===== src/core/word_array_params.svh =====
// constants for the word array compare and move sequencer
// Function
// RULE1: compare addresses from accumulators, bit 15 ignored
// RULE2: compare count fetched via word 2, nonzero
// RULE3: elements compared as signed 16-bit values
// RULE4: first unequal pair decides; equal needs all
// RULE5: equal exit skips none, first accumulator advanced
// RULE6: less exit skips one, stop address kept
// RULE7: greater exit skips two, stop address kept
// RULE8: second accumulator always ends start plus count
// RULE9: interruptible; remaining count saved in word 3
// RULE10: three-word instruction, word 3 issued zero
// RULE11: software avoids both under code/data separation
// RULE12: move copies lowest address first
// RULE13: move source first, destination second accumulator
// RULE14: move count 16-bit nonzero via word 2
// RULE15: both accumulators step per moved element
// RULE16: addresses wrap at bit 15; low targets hit accumulators
// RULE17: protection checked on every element write
// RULE18: move count fetched through word 2 address
// RULE19: nonzero word 3 resumes with remaining count
`ifndef WORD_ARRAY_PARAMS_SVH
`define WORD_ARRAY_PARAMS_SVH
`define ADDR_MASK    16'h7fff
`define ADDR_LOW_W   15
`define W2_OFS       16'h0001
`define W3_OFS       16'h0002
`define EXIT_EQ_OFS  16'h0003
`define EXIT_LT_OFS  16'h0004
`define EXIT_GT_OFS  16'h0005
`define ONE_W        16'h0001
`define ZERO_W       16'h0000
`define ACC_A_ADDR   16'h0000
`define ACC_B_ADDR   16'h0001
`endif


===== src/core/word_array_pkg.sv =====
// types shared by the word array sequencer
package word_array_pkg;
  typedef enum logic [3:0] {
    ST_IDLE = 4'b0000,
    ST_W2   = 4'b0001,
    ST_W3   = 4'b0010,
    ST_CNT  = 4'b0011,
    ST_SRC  = 4'b0100,
    ST_DST  = 4'b0101,
    ST_WR   = 4'b0110,
    ST_SAVE = 4'b0111,
    ST_DONE = 4'b1000
  } state_t;
  typedef enum logic {
    OP_COMPARE = 1'b0,
    OP_MOVE    = 1'b1
  } op_t;
  typedef enum logic [1:0] {
    EXIT_EQ = 2'b00,
    EXIT_LT = 2'b01,
    EXIT_GT = 2'b10
  } exit_t;
endpackage


===== src/core/word_array_compare_move.sv =====
// sequencer for the compare_word_arrays and move_word_array instructions
`include "word_array_params.svh"
module word_array_compare_move (
  input  wire logic        clk_in,
  input  wire logic        rst_b_in,
  input  wire logic        start_in,
  input  wire logic        op_move_in,
  input  wire logic [15:0] pc_in,
  input  wire logic [15:0] acc_a_in,
  input  wire logic [15:0] acc_b_in,
  input  wire logic        int_pending_in,
  input  wire logic [15:0] mem_rdata_in,
  input  wire logic        mem_ack_in,
  input  wire logic        mem_prot_fail_in,
  output logic             mem_req_out,
  output logic             mem_we_out,
  output logic [15:0]      mem_addr_out,
  output logic [15:0]      mem_wdata_out,
  output logic             busy_out,
  output logic             done_out,
  output logic             interrupted_out,
  output logic             prot_fault_out,
  output logic [1:0]       exit_out,
  output logic [15:0]      acc_a_out,
  output logic [15:0]      acc_b_out,
  output logic [15:0]      pc_out
);

  // ---------------------------------------------------------------
  // state
  // ---------------------------------------------------------------
  word_array_pkg::state_t state;
  word_array_pkg::op_t    op;
  logic [15:0]            pc;
  logic [15:0]            w2_ptr;
  logic [15:0]            remaining;
  logic [15:0]            src_word;
  logic                   resumed;
  logic                   finishing;
  logic                   fault;

  // ---------------------------------------------------------------
  // decode
  // ---------------------------------------------------------------
  wire logic        mem_state;
  wire logic        xfer;
  wire logic [15:0] acc_a_inc;
  wire logic [15:0] acc_b_inc;
  wire logic [15:0] rem_dec;
  wire logic        last_elem;
  wire logic        words_equal;
  wire logic        a_less;
  wire logic [15:0] req_addr;
  wire logic        req_we;
  wire logic [15:0] req_wdata;
  wire logic        hit_acc_a;
  wire logic        hit_acc_b;
  wire logic [15:0] a_masked_in;
  wire logic [15:0] b_masked_in;

  assign mem_state = (state == word_array_pkg::ST_W2)
                   | (state == word_array_pkg::ST_W3)
                   | (state == word_array_pkg::ST_CNT)
                   | (state == word_array_pkg::ST_SRC)
                   | (state == word_array_pkg::ST_DST)
                   | (state == word_array_pkg::ST_WR)
                   | (state == word_array_pkg::ST_SAVE);
  assign xfer = mem_req_out & mem_ack_in;

  // wrap inside the low 15 bits; bit 15 is carried through untouched
  assign acc_a_inc = {acc_a_out[`ADDR_LOW_W],
                      acc_a_out[`ADDR_LOW_W-1:0]
                      + `ADDR_LOW_W'(`ONE_W)};               // RULE16
  assign acc_b_inc = {acc_b_out[`ADDR_LOW_W],
                      acc_b_out[`ADDR_LOW_W-1:0]
                      + `ADDR_LOW_W'(`ONE_W)};               // RULE16
  assign rem_dec   = remaining - `ONE_W;
  assign last_elem = (rem_dec == `ZERO_W);

  assign words_equal = (src_word == mem_rdata_in);
  assign a_less      = $signed(src_word) < $signed(mem_rdata_in); // RULE3

  assign a_masked_in = acc_a_in & `ADDR_MASK;                  // RULE1
  assign b_masked_in = acc_b_in & `ADDR_MASK;                  // RULE1

  // destination 0 or 1 is the accumulator pair, not memory
  assign hit_acc_a = ((acc_b_out & `ADDR_MASK) == `ACC_A_ADDR); // RULE16
  assign hit_acc_b = ((acc_b_out & `ADDR_MASK) == `ACC_B_ADDR); // RULE16

  assign req_addr =
      (state == word_array_pkg::ST_W2)  ? pc + `W2_OFS :
      (state == word_array_pkg::ST_W3)  ? pc + `W3_OFS :
      (state == word_array_pkg::ST_CNT) ? w2_ptr & `ADDR_MASK : // RULE18
      (state == word_array_pkg::ST_SRC) ? acc_a_out & `ADDR_MASK :
      (state == word_array_pkg::ST_DST) ? acc_b_out & `ADDR_MASK :
      (state == word_array_pkg::ST_WR)  ? acc_b_out & `ADDR_MASK :
                                          pc + `W3_OFS;         // RULE9
  assign req_we    = (state == word_array_pkg::ST_WR)
                   | (state == word_array_pkg::ST_SAVE);
  // a finished resumed instruction leaves word 3 zero again
  assign req_wdata = (state == word_array_pkg::ST_WR) ? src_word :
                     finishing ? `ZERO_W : remaining;           // RULE10

  // ---------------------------------------------------------------
  // memory handshake: request held until acknowledged
  // ---------------------------------------------------------------
  always_ff @(posedge clk_in)
  begin
    if (!rst_b_in)
    begin
      mem_req_out   <= 1'b0;
      mem_we_out    <= 1'b0;
      mem_addr_out  <= `ZERO_W;
      mem_wdata_out <= `ZERO_W;
    end
    else if (xfer)
    begin
      mem_req_out <= 1'b0;
      mem_we_out  <= 1'b0;
    end
    else if (mem_state && !mem_req_out &&
             !(state == word_array_pkg::ST_WR && (hit_acc_a || hit_acc_b)))
    begin
      mem_req_out   <= 1'b1;
      mem_we_out    <= req_we;
      mem_addr_out  <= req_addr;
      mem_wdata_out <= req_wdata;
    end
  end

  // ---------------------------------------------------------------
  // sequencer
  // ---------------------------------------------------------------
  always_ff @(posedge clk_in)
  begin
    if (!rst_b_in)
    begin
      state           <= word_array_pkg::ST_IDLE;
      op              <= word_array_pkg::OP_COMPARE;
      pc              <= `ZERO_W;
      w2_ptr          <= `ZERO_W;
      remaining       <= `ZERO_W;
      src_word        <= `ZERO_W;
      resumed         <= 1'b0;
      finishing       <= 1'b0;
      fault           <= 1'b0;
      busy_out        <= 1'b0;
      done_out        <= 1'b0;
      interrupted_out <= 1'b0;
      prot_fault_out  <= 1'b0;
      exit_out        <= word_array_pkg::EXIT_EQ;
      acc_a_out       <= `ZERO_W;
      acc_b_out       <= `ZERO_W;
      pc_out          <= `ZERO_W;
    end
    else
    begin
      done_out <= 1'b0;
      unique case (state)
        word_array_pkg::ST_IDLE:
        begin
          if (start_in)
          begin
            op        <= op_move_in ? word_array_pkg::OP_MOVE
                                    : word_array_pkg::OP_COMPARE;
            pc        <= pc_in;
            // move keeps bit 15; compare drops it
            acc_a_out <= op_move_in ? acc_a_in : a_masked_in; // RULE13
            acc_b_out <= op_move_in ? acc_b_in : b_masked_in; // RULE13
            resumed   <= 1'b0;
            finishing <= 1'b0;
            fault     <= 1'b0;
            busy_out  <= 1'b1;
            state     <= word_array_pkg::ST_W2;
          end
        end
        word_array_pkg::ST_W2:
        begin
          if (xfer)
          begin
            w2_ptr <= mem_rdata_in;
            state  <= word_array_pkg::ST_W3;
          end
        end
        word_array_pkg::ST_W3:
        begin
          if (xfer)
          begin
            if (mem_rdata_in != `ZERO_W)
            begin
              remaining <= mem_rdata_in;                        // RULE19
              resumed   <= 1'b1;
              state     <= word_array_pkg::ST_SRC;
            end
            else
            begin
              state <= word_array_pkg::ST_CNT;
            end
          end
        end
        word_array_pkg::ST_CNT:
        begin
          if (xfer)
          begin
            remaining <= mem_rdata_in;                 // RULE2 RULE14
            state     <= word_array_pkg::ST_SRC;
          end
        end
        word_array_pkg::ST_SRC:
        begin
          if (xfer)
          begin
            src_word <= mem_rdata_in;                           // RULE12
            state    <= (op == word_array_pkg::OP_MOVE)
                        ? word_array_pkg::ST_WR
                        : word_array_pkg::ST_DST;
          end
        end
        word_array_pkg::ST_DST:
        begin
          if (xfer)
          begin
            if (!words_equal)
            begin
              // stop address stays in the first accumulator
              exit_out  <= a_less ? word_array_pkg::EXIT_LT
                                  : word_array_pkg::EXIT_GT;     // RULE4
              pc_out    <= a_less ? pc + `EXIT_LT_OFS
                                  : pc + `EXIT_GT_OFS;     // RULE6 RULE7
              acc_b_out <= acc_b_out + remaining;               // RULE8
              finishing <= 1'b1;
              state     <= resumed ? word_array_pkg::ST_SAVE
                                   : word_array_pkg::ST_DONE;
            end
            else
            begin
              acc_a_out <= acc_a_inc;
              acc_b_out <= acc_b_inc;
              remaining <= rem_dec;
              if (last_elem)
              begin
                exit_out  <= word_array_pkg::EXIT_EQ;           // RULE4
                pc_out    <= pc + `EXIT_EQ_OFS;                 // RULE5
                finishing <= 1'b1;
                state     <= resumed ? word_array_pkg::ST_SAVE
                                     : word_array_pkg::ST_DONE;
              end
              else if (int_pending_in)
              begin
                state <= word_array_pkg::ST_SAVE;               // RULE9
              end
              else
              begin
                state <= word_array_pkg::ST_SRC;
              end
            end
          end
        end
        word_array_pkg::ST_WR:
        begin
          // a write aimed at an accumulator lands there, then steps
          if (hit_acc_a || hit_acc_b || xfer)
          begin
            if (xfer && mem_prot_fail_in)
            begin
              fault <= 1'b1;                                    // RULE17
              state <= word_array_pkg::ST_SAVE;
            end
            else
            begin
              acc_a_out <= hit_acc_a ? src_word + `ONE_W
                                     : acc_a_inc;        // RULE15 RULE16
              acc_b_out <= hit_acc_b ? src_word + `ONE_W
                                     : acc_b_inc;        // RULE15 RULE16
              remaining <= rem_dec;
              if (last_elem)
              begin
                pc_out    <= pc + `EXIT_EQ_OFS;
                exit_out  <= word_array_pkg::EXIT_EQ;
                finishing <= 1'b1;
                state     <= resumed ? word_array_pkg::ST_SAVE
                                     : word_array_pkg::ST_DONE;
              end
              else if (int_pending_in)
              begin
                state <= word_array_pkg::ST_SAVE;               // RULE9
              end
              else
              begin
                state <= word_array_pkg::ST_SRC;
              end
            end
          end
        end
        word_array_pkg::ST_SAVE:
        begin
          if (xfer)
          begin
            if (!finishing)
            begin
              pc_out <= pc;                                     // RULE9
            end
            state <= word_array_pkg::ST_DONE;
          end
        end
        word_array_pkg::ST_DONE:
        begin
          done_out        <= 1'b1;
          busy_out        <= 1'b0;
          interrupted_out <= !finishing && !fault;
          prot_fault_out  <= fault;
          state           <= word_array_pkg::ST_IDLE;
        end
        default:
        begin
          state <= word_array_pkg::ST_IDLE;
        end
      endcase
    end
  end

endmodule


===== config.mk =====
export PLATFORM = sky130hd
export DESIGN_NAME = word_array_compare_move
export DESIGN_NICKNAME = d
export VERILOG_FILES = /design/src/core/word_array_pkg.sv /design/src/core/word_array_compare_move.sv
export VERILOG_INCLUDE_DIRS = /design/src /design/src/core
export SDC_FILE = /design/constraint.sdc
export NUM_CORES = 1
export LEC_CHECK = 0
export ABC_AREA = 1
export BUFFER_PORTS_ARGS = -buffer_cell sky130_fd_sc_hd__buf_2
export CAP_MARGIN = 10
export CORE_MARGIN = 2
export CORE_UTILIZATION = 54
export CTS_CLUSTER_SIZE = 30
export DETAILED_ROUTE_END_ITERATION = 10
export PLACE_DENSITY = 0.77
export SYNTH_ARGS = -nofsm -noshare
export SYNTH_HDL_FRONTEND = slang
export SYNTH_SLANG_ARGS = --single-unit
export TNS_END_PERCENT = 5

===== constraint.sdc =====
create_clock -name clk_in -period 1.95 [get_ports clk_in]
set_input_delay 0.195 -clock clk_in [delete_from_list [all_inputs] [get_ports clk_in]]
set_output_delay 0.195 -clock clk_in [all_outputs]
set_load 0.05 [all_outputs]

* Yosys cells after proc, flatten, opt, wreduce, memory -nomap -nowiden *
Index checks and enable logic that the tools add are counted.

word-level totals
  word-level logic and storage cells = 190
  output and inout port bits = 88
  memories = 0
  memory bits (writable) = 0
  bits in latches = 0
  bits of input ports = 71
  flip-flop bits (word level) = 159
  memory bits (read-only) = 0

cells by class
  bitwise gates (word level) = 11
  magnitude comparators = 1
  divide/modulo/power cells = 0
  $mul = 0
  shift-type cells = 0
  $add $sub $neg = 10
  reduce and logical (&&, ||, !) cells = 38
  multiplexer cells = 81
  equal/unequal tests = 26

operators by type and width
  cell                   number
  $mux 16                35
  $pmux 16 s3            3
  $pmux 16 s4            1
  $mux 4                 12
  $add 16x1->16 const B  2
  $add 16x2->16 const B  2
  $add 16x3->16 const B  2
  $logic_not 16->1       2
  $pmux 4 s8             1
  $add 15x1->15 const B  2
  $mux 15                2
  $ne 2x2->1 const B     13
  $reduce_and 6->1       3
  $add 16x16->16         1
  $eq 16x16->1           1
  $eq 4x3->1 const B     4
  $lt 16x16->1           1
  $mux 2                 8
  $reduce_and 8->1       2
  $reduce_bool 16->1     1
  $sub 16x1->16 const B  1
  $eq 15x1->1 const B    1
  $mux 1                 13
  $reduce_and 4->1       3
  other kinds (22)       51

* Longest topological paths before layout *
  word-level depth = 10
  depth in mapped cells = 18
  mapped depth without buffers = 18

* Worst setup path before layout *
No wires, ideal clock.

  path kind = register to register
  from = register acc_b_out[0]
  to = register acc_b_out[12]
  library setup time = 0.118 ns
  required time = 1.832 ns
  buffers on the path = 0
  cell stages (with the launch flop) = 14
  clock period less this slack = 2.461 ns
  arrival time = 2.343 ns
  setup slack = -0.511 ns
  path through = dfxtp_1 > ha_1 > nand2_1 > nor2_1 > nand3_1 > nor2_2 > nand3_1 > nor3_1 > xor2_1 > nor2_1 > a21oi_1 > nand2_1 > nor2_1 > nor2_1

on the way
  longest elaborated chain between the ends = 5
  elaborated cells between the ends (all ways) = 14
  those cells by class = add/sub (2); eq/ne (2); mux (6); reduce/logical (4)

ends and longest elaborated chain
  what                                                    line                                                            source
  start: declaration                                      word_array_compare_move.sv:25                                   output logic [15:0] acc_b_out,
  start signal: assignment                                word_array_compare_move.sv:153                                  acc_b_out <= `ZERO_W;
  start signal: assignment                                word_array_compare_move.sv:169                                  acc_b_out <= op_move_in ? acc_b_in : b_masked_in;
  start signal: assignment                                word_array_compare_move.sv:230                                  acc_b_out <= acc_b_out + remaining;
  $add 15x1->15 (tied with other cells)                   word_array_compare_move.sv:75                                   acc_b_out[`ADDR_LOW_W-1:0]
  $mux 16 / $logic_or 1x1->1 (equally long branches)      word_array_compare_move.sv:273, word_array_compare_move.sv:262
  $mux 16 / $logic_or 1x1->1 (equally long branches)      word_array_compare_move.sv:264, word_array_compare_move.sv:262
  $mux 16 / $ne 2x1->1 (equally long branches)            -
  $pmux 16 s3 / $reduce_and 5->1 (equally long branches)  -

Several ways; a longest one is shown, not always the timed one. The select of a mux whose other input is x is not followed.
A chain may end at the register's enable or synchronous reset.

* Final worst setup path *
  from = register remaining[7]
  to = register state[2]

on the way
  longest elaborated chain between the ends = 6
  elaborated cells between the ends (all ways) = 8
  those cells by class = add/sub (1); mux (6); reduce/logical (1)

ends and longest elaborated chain
  what                                 line                                                            source
  start: declaration                   word_array_compare_move.sv:36                                   logic [15:0] remaining;
  start signal: assignment             word_array_compare_move.sv:142                                  remaining <= `ZERO_W;
  start signal: assignment             word_array_compare_move.sv:191                                  remaining <= mem_rdata_in;
  start signal: assignment             word_array_compare_move.sv:205                                  remaining <= mem_rdata_in;
  $sub 16x1->16 (no source line) *     -
  $logic_not 16->1 (no source line) *  -
  $mux 4 *                             word_array_compare_move.sv:240                                  if (last_elem)
  $mux 4 (on tied branches)            word_array_compare_move.sv:264, word_array_compare_move.sv:223
  $mux 4 (on tied branches)            word_array_compare_move.sv:262, word_array_compare_move.sv:221
  $pmux 4 s8 *                         word_array_compare_move.sv:159                                  unique case (state)
  end signal: assignment               word_array_compare_move.sv:245                                  state <= resumed ? word_array_pkg::ST_SAVE
  end signal: assignment               word_array_compare_move.sv:250                                  state <= word_array_pkg::ST_SAVE;
  end signal: assignment               word_array_compare_move.sv:267                                  state <= word_array_pkg::ST_SAVE;
  end: declaration                     word_array_compare_move.sv:32                                   word_array_pkg::state_t state;

Every way passes the cells marked *; elsewhere a longest branch is shown, timed or not. The select of a mux whose other input is x is not followed.

==> impl_metrics.sql <==
INSERT INTO impl_metrics (metric_group, metric, value, unit) VALUES
('status', 'outcome', 'finished with violations', ''),
('status', 'violated_checks', 'setup timing', ''),
('sta', 'timing.final.ws_setup', '-0.362', 'ns'),
('synthesis', 'synth_top_flop_cell', 'dfxtp_1', ''),
('clock_tree', 'clockBufferDepth', '2', ''),
('finish', 'ant_diodes', '0', ''),
('clock_tree', 'htreeDepth', '4', ''),
('worst_hold_path', 'hold_path_class', 'in -> reg', ''),
('sta', 'post-route-period-util', '1.19', ''),
('placed_design', 'routabilityCongestion', '1.06', ''),
('clock_tree', 'tritoncts_num_sinks', '159', ''),
('sta', 'final_hold_viol_count', '0', ''),
('die', 'core', '21800', 'um^2'),
('placed_design', 'io_buffers', '158', ''),
('finish', 'design_area', '17000', 'um^2'),
('finish', 'most-common-layout-cells', 'buf_4, nand2_1, o21ai_0', ''),
('drt', 'post-route-drc-count', '0', ''),
('sta', 'max_freq', '432', 'MHz'),
('sta', 'max_slew.worst_pin.slew', '0.563', 'ns'),
('synthesis', 'postSynthRegisterBits', '159', ''),
('sta', 'rsz0062_at_grt', 'yes', ''),
('global_route', 'globalRouteTotalUtil', '0.429', ''),
('placed_design', 'detailedPlacementHpwl', '40.7', 'mm'),
('finish', 'fin_cells', '2702', ''),
('synthesis', 'synthCells', '1914', ''),
('die', 'placement_rows', '54', ''),
('synthesis', 'mappedNetlistArea', '11900', 'um^2'),
('synthesis', 'synth_area_leader_cell', 'dfxtp_1', ''),
('clock_tree', 'tritoncts', 'yes', ''),
('drt', 'num_vias', '15900', ''),
('drt', 'final_antenna_net_count', '0', ''),
('synthesis', 'syn_nets', '2031', ''),
('setup_path', 'worst_setup_path_start_kind', 'flip-flop', ''),
('sta', 'minimum_clock_period', '2.31', 'ns'),
('finish', 'num-nets-final', '2527', ''),
('synthesis', 'synth.area.top_cells', 'dfxtp_1, nand2_1, o21ai_0', ''),
('die', 'die_footprint', '23300', 'um^2'),
('setup_path', 'cp.required', '2.26', 'ns'),
('finish', 'final_layout_size_suffix_gt1_frac', '0.328', ''),
('sta', 'report.final.slew_viol_count', '0', ''),
('power', 'powerDensity', '1510', 'nW/um^2'),
('setup_path', 'worstSetupEndpointType', 'flip-flop', ''),
('sta', 'finClkSkew', '0.0134', 'ns'),
('global_route', 'largest_net_degree_at_the_start_of_global_routing', '121', ''),
('power', 'finalPower', '25.7', 'mW'),
('global_route', 'antenna_found_initial', '0', ''),
('setup_path', 'cp_data_arrival_time', '2.62', 'ns'),
('global_route', 'grt_pass1_wl', '79.6', 'mm'),
('synthesis', 'yosys.area.top_type_share', '0.267', ''),
('die', 'floorplan.die.height', '153', 'um'),
('die', 'floorplan.initialDensity', '0.548', ''),
('power', 'max-vdd-ir-drop', '0.00152', 'V'),
('sta', 'timing.slew.headroom', '0.622', ''),
('die', 'floorplan.io_pins', '159', ''),
('run', 'drv_cap', '0', ''),
('synthesis', 'synth.yosys.warnings', '0', ''),
('power', 'leakage', '7.98', 'nW'),
('setup_path', 'worst-path-max-fanout', '7', ''),
('clock_tree', 'ctsRootBufferMaster', 'clkbuf_16', ''),
('synthesis', 'synth.lib_cells_used.distinct', '47', ''),
('finish', 'layout.cells.most_common', 'buf_4', ''),
('drt', 'detailed_route_wire_length_per_cell', '19.3', 'um'),
('clock_tree', 'clock_insertion_delay_worst_skew', '0.44', 'ns'),
('synthesis', 'sequential_element_share_of_the_synthesized_area', '0.267', ''),
('placed_design', 'placed_cell_area', '15900', 'um^2'),
('global_route', 'grt-ovfl-total', '0', ''),
('setup_path', 'worst-setup-path-type', 'reg -> reg', ''),
('clock_tree', 'clk_transition_reported_paths', '0.07', 'ns'),
('global_route', 'grt_pass1_vias', '14700', ''),
('drt', 'detail_route.iter0.violations', '2012', ''),
('placed_design', 'post-place-ws', '-0.617', 'ns'),
('drt', 'via_per_inst', '5.88', ''),
('drt', 'routed_wirelength', '52.2', 'mm'),
('synthesis', 'async_flop_share', '0', ''),
('synthesis', 'synth-edff-count', '0', ''),
('synthesis', 'syn_avg_cell_area', '6.23', 'um^2'),
('clock_tree', 'inserted_clock_buffers', '17', ''),
('die', 'die_width', '153', 'um'),
('drt', 'drt-pass1-iter-count', '6', ''),
('sta', 'finalSetupViolations', '105', ''),
('finish', 'syn_to_final_growth', '42.9', '%'),
('placed_design', 'placed_cells', '2659', '');
[path summary, 6_finish.rpt]
kind / from / endpoint / slack, ns / cells past startpoint
worst max-delay path: remaining[7] / state[2] / -0.36 / 16
worst min-delay path: pc_in[13] / pc[13] / 0.02 / 3
worst min register to register: w2_ptr[2] / w2_ptr[2] / 0.46 / 2
worst max register to register: remaining[7] / state[2] / -0.36 / 16
[repair_timing]
action | CTS | global route
resized for setup | 120 | 67
hold buffers | 0 | 0
pin swaps | 22 | 15
endpoints found under the setup margin | 120 | 117
setup buffers | 5 | 7
cloned | 0 | 1
[metal layers]
metal / up-vias / part of all wire / track usage
li1: 7424 / - / -
met1: 7230 / 0.40 / 0.584
met2: 1078 / 0.43 / 0.666
met3: 168 / 0.12 / 0.0748
met4: 0 / 0.049 / 0.196
met5: - / 0 / 0
[stage by stage]
stage | TNS (ns) | hold WS [ns] | util
finish | -21.44 | 0.0228 | 0.783
global route | -31.72 | 0.0498 | 0.783
CTS | -16.58 | 0.0204 | 0.770
detailed placement | -25.90 | 0.445 | 0.729
global placement | -20.15 | 0.441 | 0.729
floorplan | -1.53 | 0.360 | -
[registers in the layout (all words and copies together) (netlist names), 4 cells and up]
register       flops
src_word          16
w2_ptr            15
remaining         16
acc_b_out         16
mem_addr_out      16
mem_wdata_out     16
acc_a_out         16
pc_out            16
state              4
pc                16
[power breakdown]
group / switching (mW) / total (mW) / leakage [nW] / internal (mW)
Clock: 1.64 / 3.36 / 0.275 / 1.72
Sequential: 0.813 / 5.02 / 1.31 / 4.21
Combinational: 10.9 / 17.4 / 6.39 / 6.45
[worst max-delay path, cell delays in order, from the launching register on]
cell	delay [ns]
dfxtp_2	0.40
nor2_4	0.15
nand2_1	0.11
buf_4	0.15
nor2_1	0.09
nand2_1	0.06
nand2_1	0.11
nand2_1	0.12
nor2_4	0.11
nand2_2	0.07
nor2_4	0.23
buf_12	0.16
nand4_1	0.10
nand2_1	0.11
nand3_2	0.08
nand2_2	0.07
a21oi_2	0.05
[layout make-up]
class | count | area [um^2]
flip-flops and latches | 159 | 3240
well taps | 280 | 350
repair buffers | 560 | 3990
multi-input cells | 1483 | 8170
fillers | 1722 | 4720
clock buffers | 18 | 439
inverters | 189 | 727
clock inverters | 13 | 120
[cell usage after synthesis, types with 8 or more instances]
library cell  number
xor2_1            65
dfxtp_1          159
a21oi_1          215
nand2_2            8
o21ai_0          252
nor3_1            26
xnor2_1           10
nand2_1          389
clkbuf_1          58
nand4_1           21
buf_2             15
nor4_1            12
ha_1              45
o211ai_1          28
inv_1            170
or2_2              9
nor2_1           195
inv_2             16
nor2_2             9
nand3_1          131
a31oi_1           13
[cell families after synthesis]
family	share of synthesized area
AND/OR/NAND/NOR	0.298
AO/OA/AOI/OAI	0.241
buffers and inverters	0.0900
flip-flops	0.267
XOR/XNOR	0.0551
adder cells (fa/ha/maj)	0.0489
No activity file was read; power rests on OpenSTA's default activity.
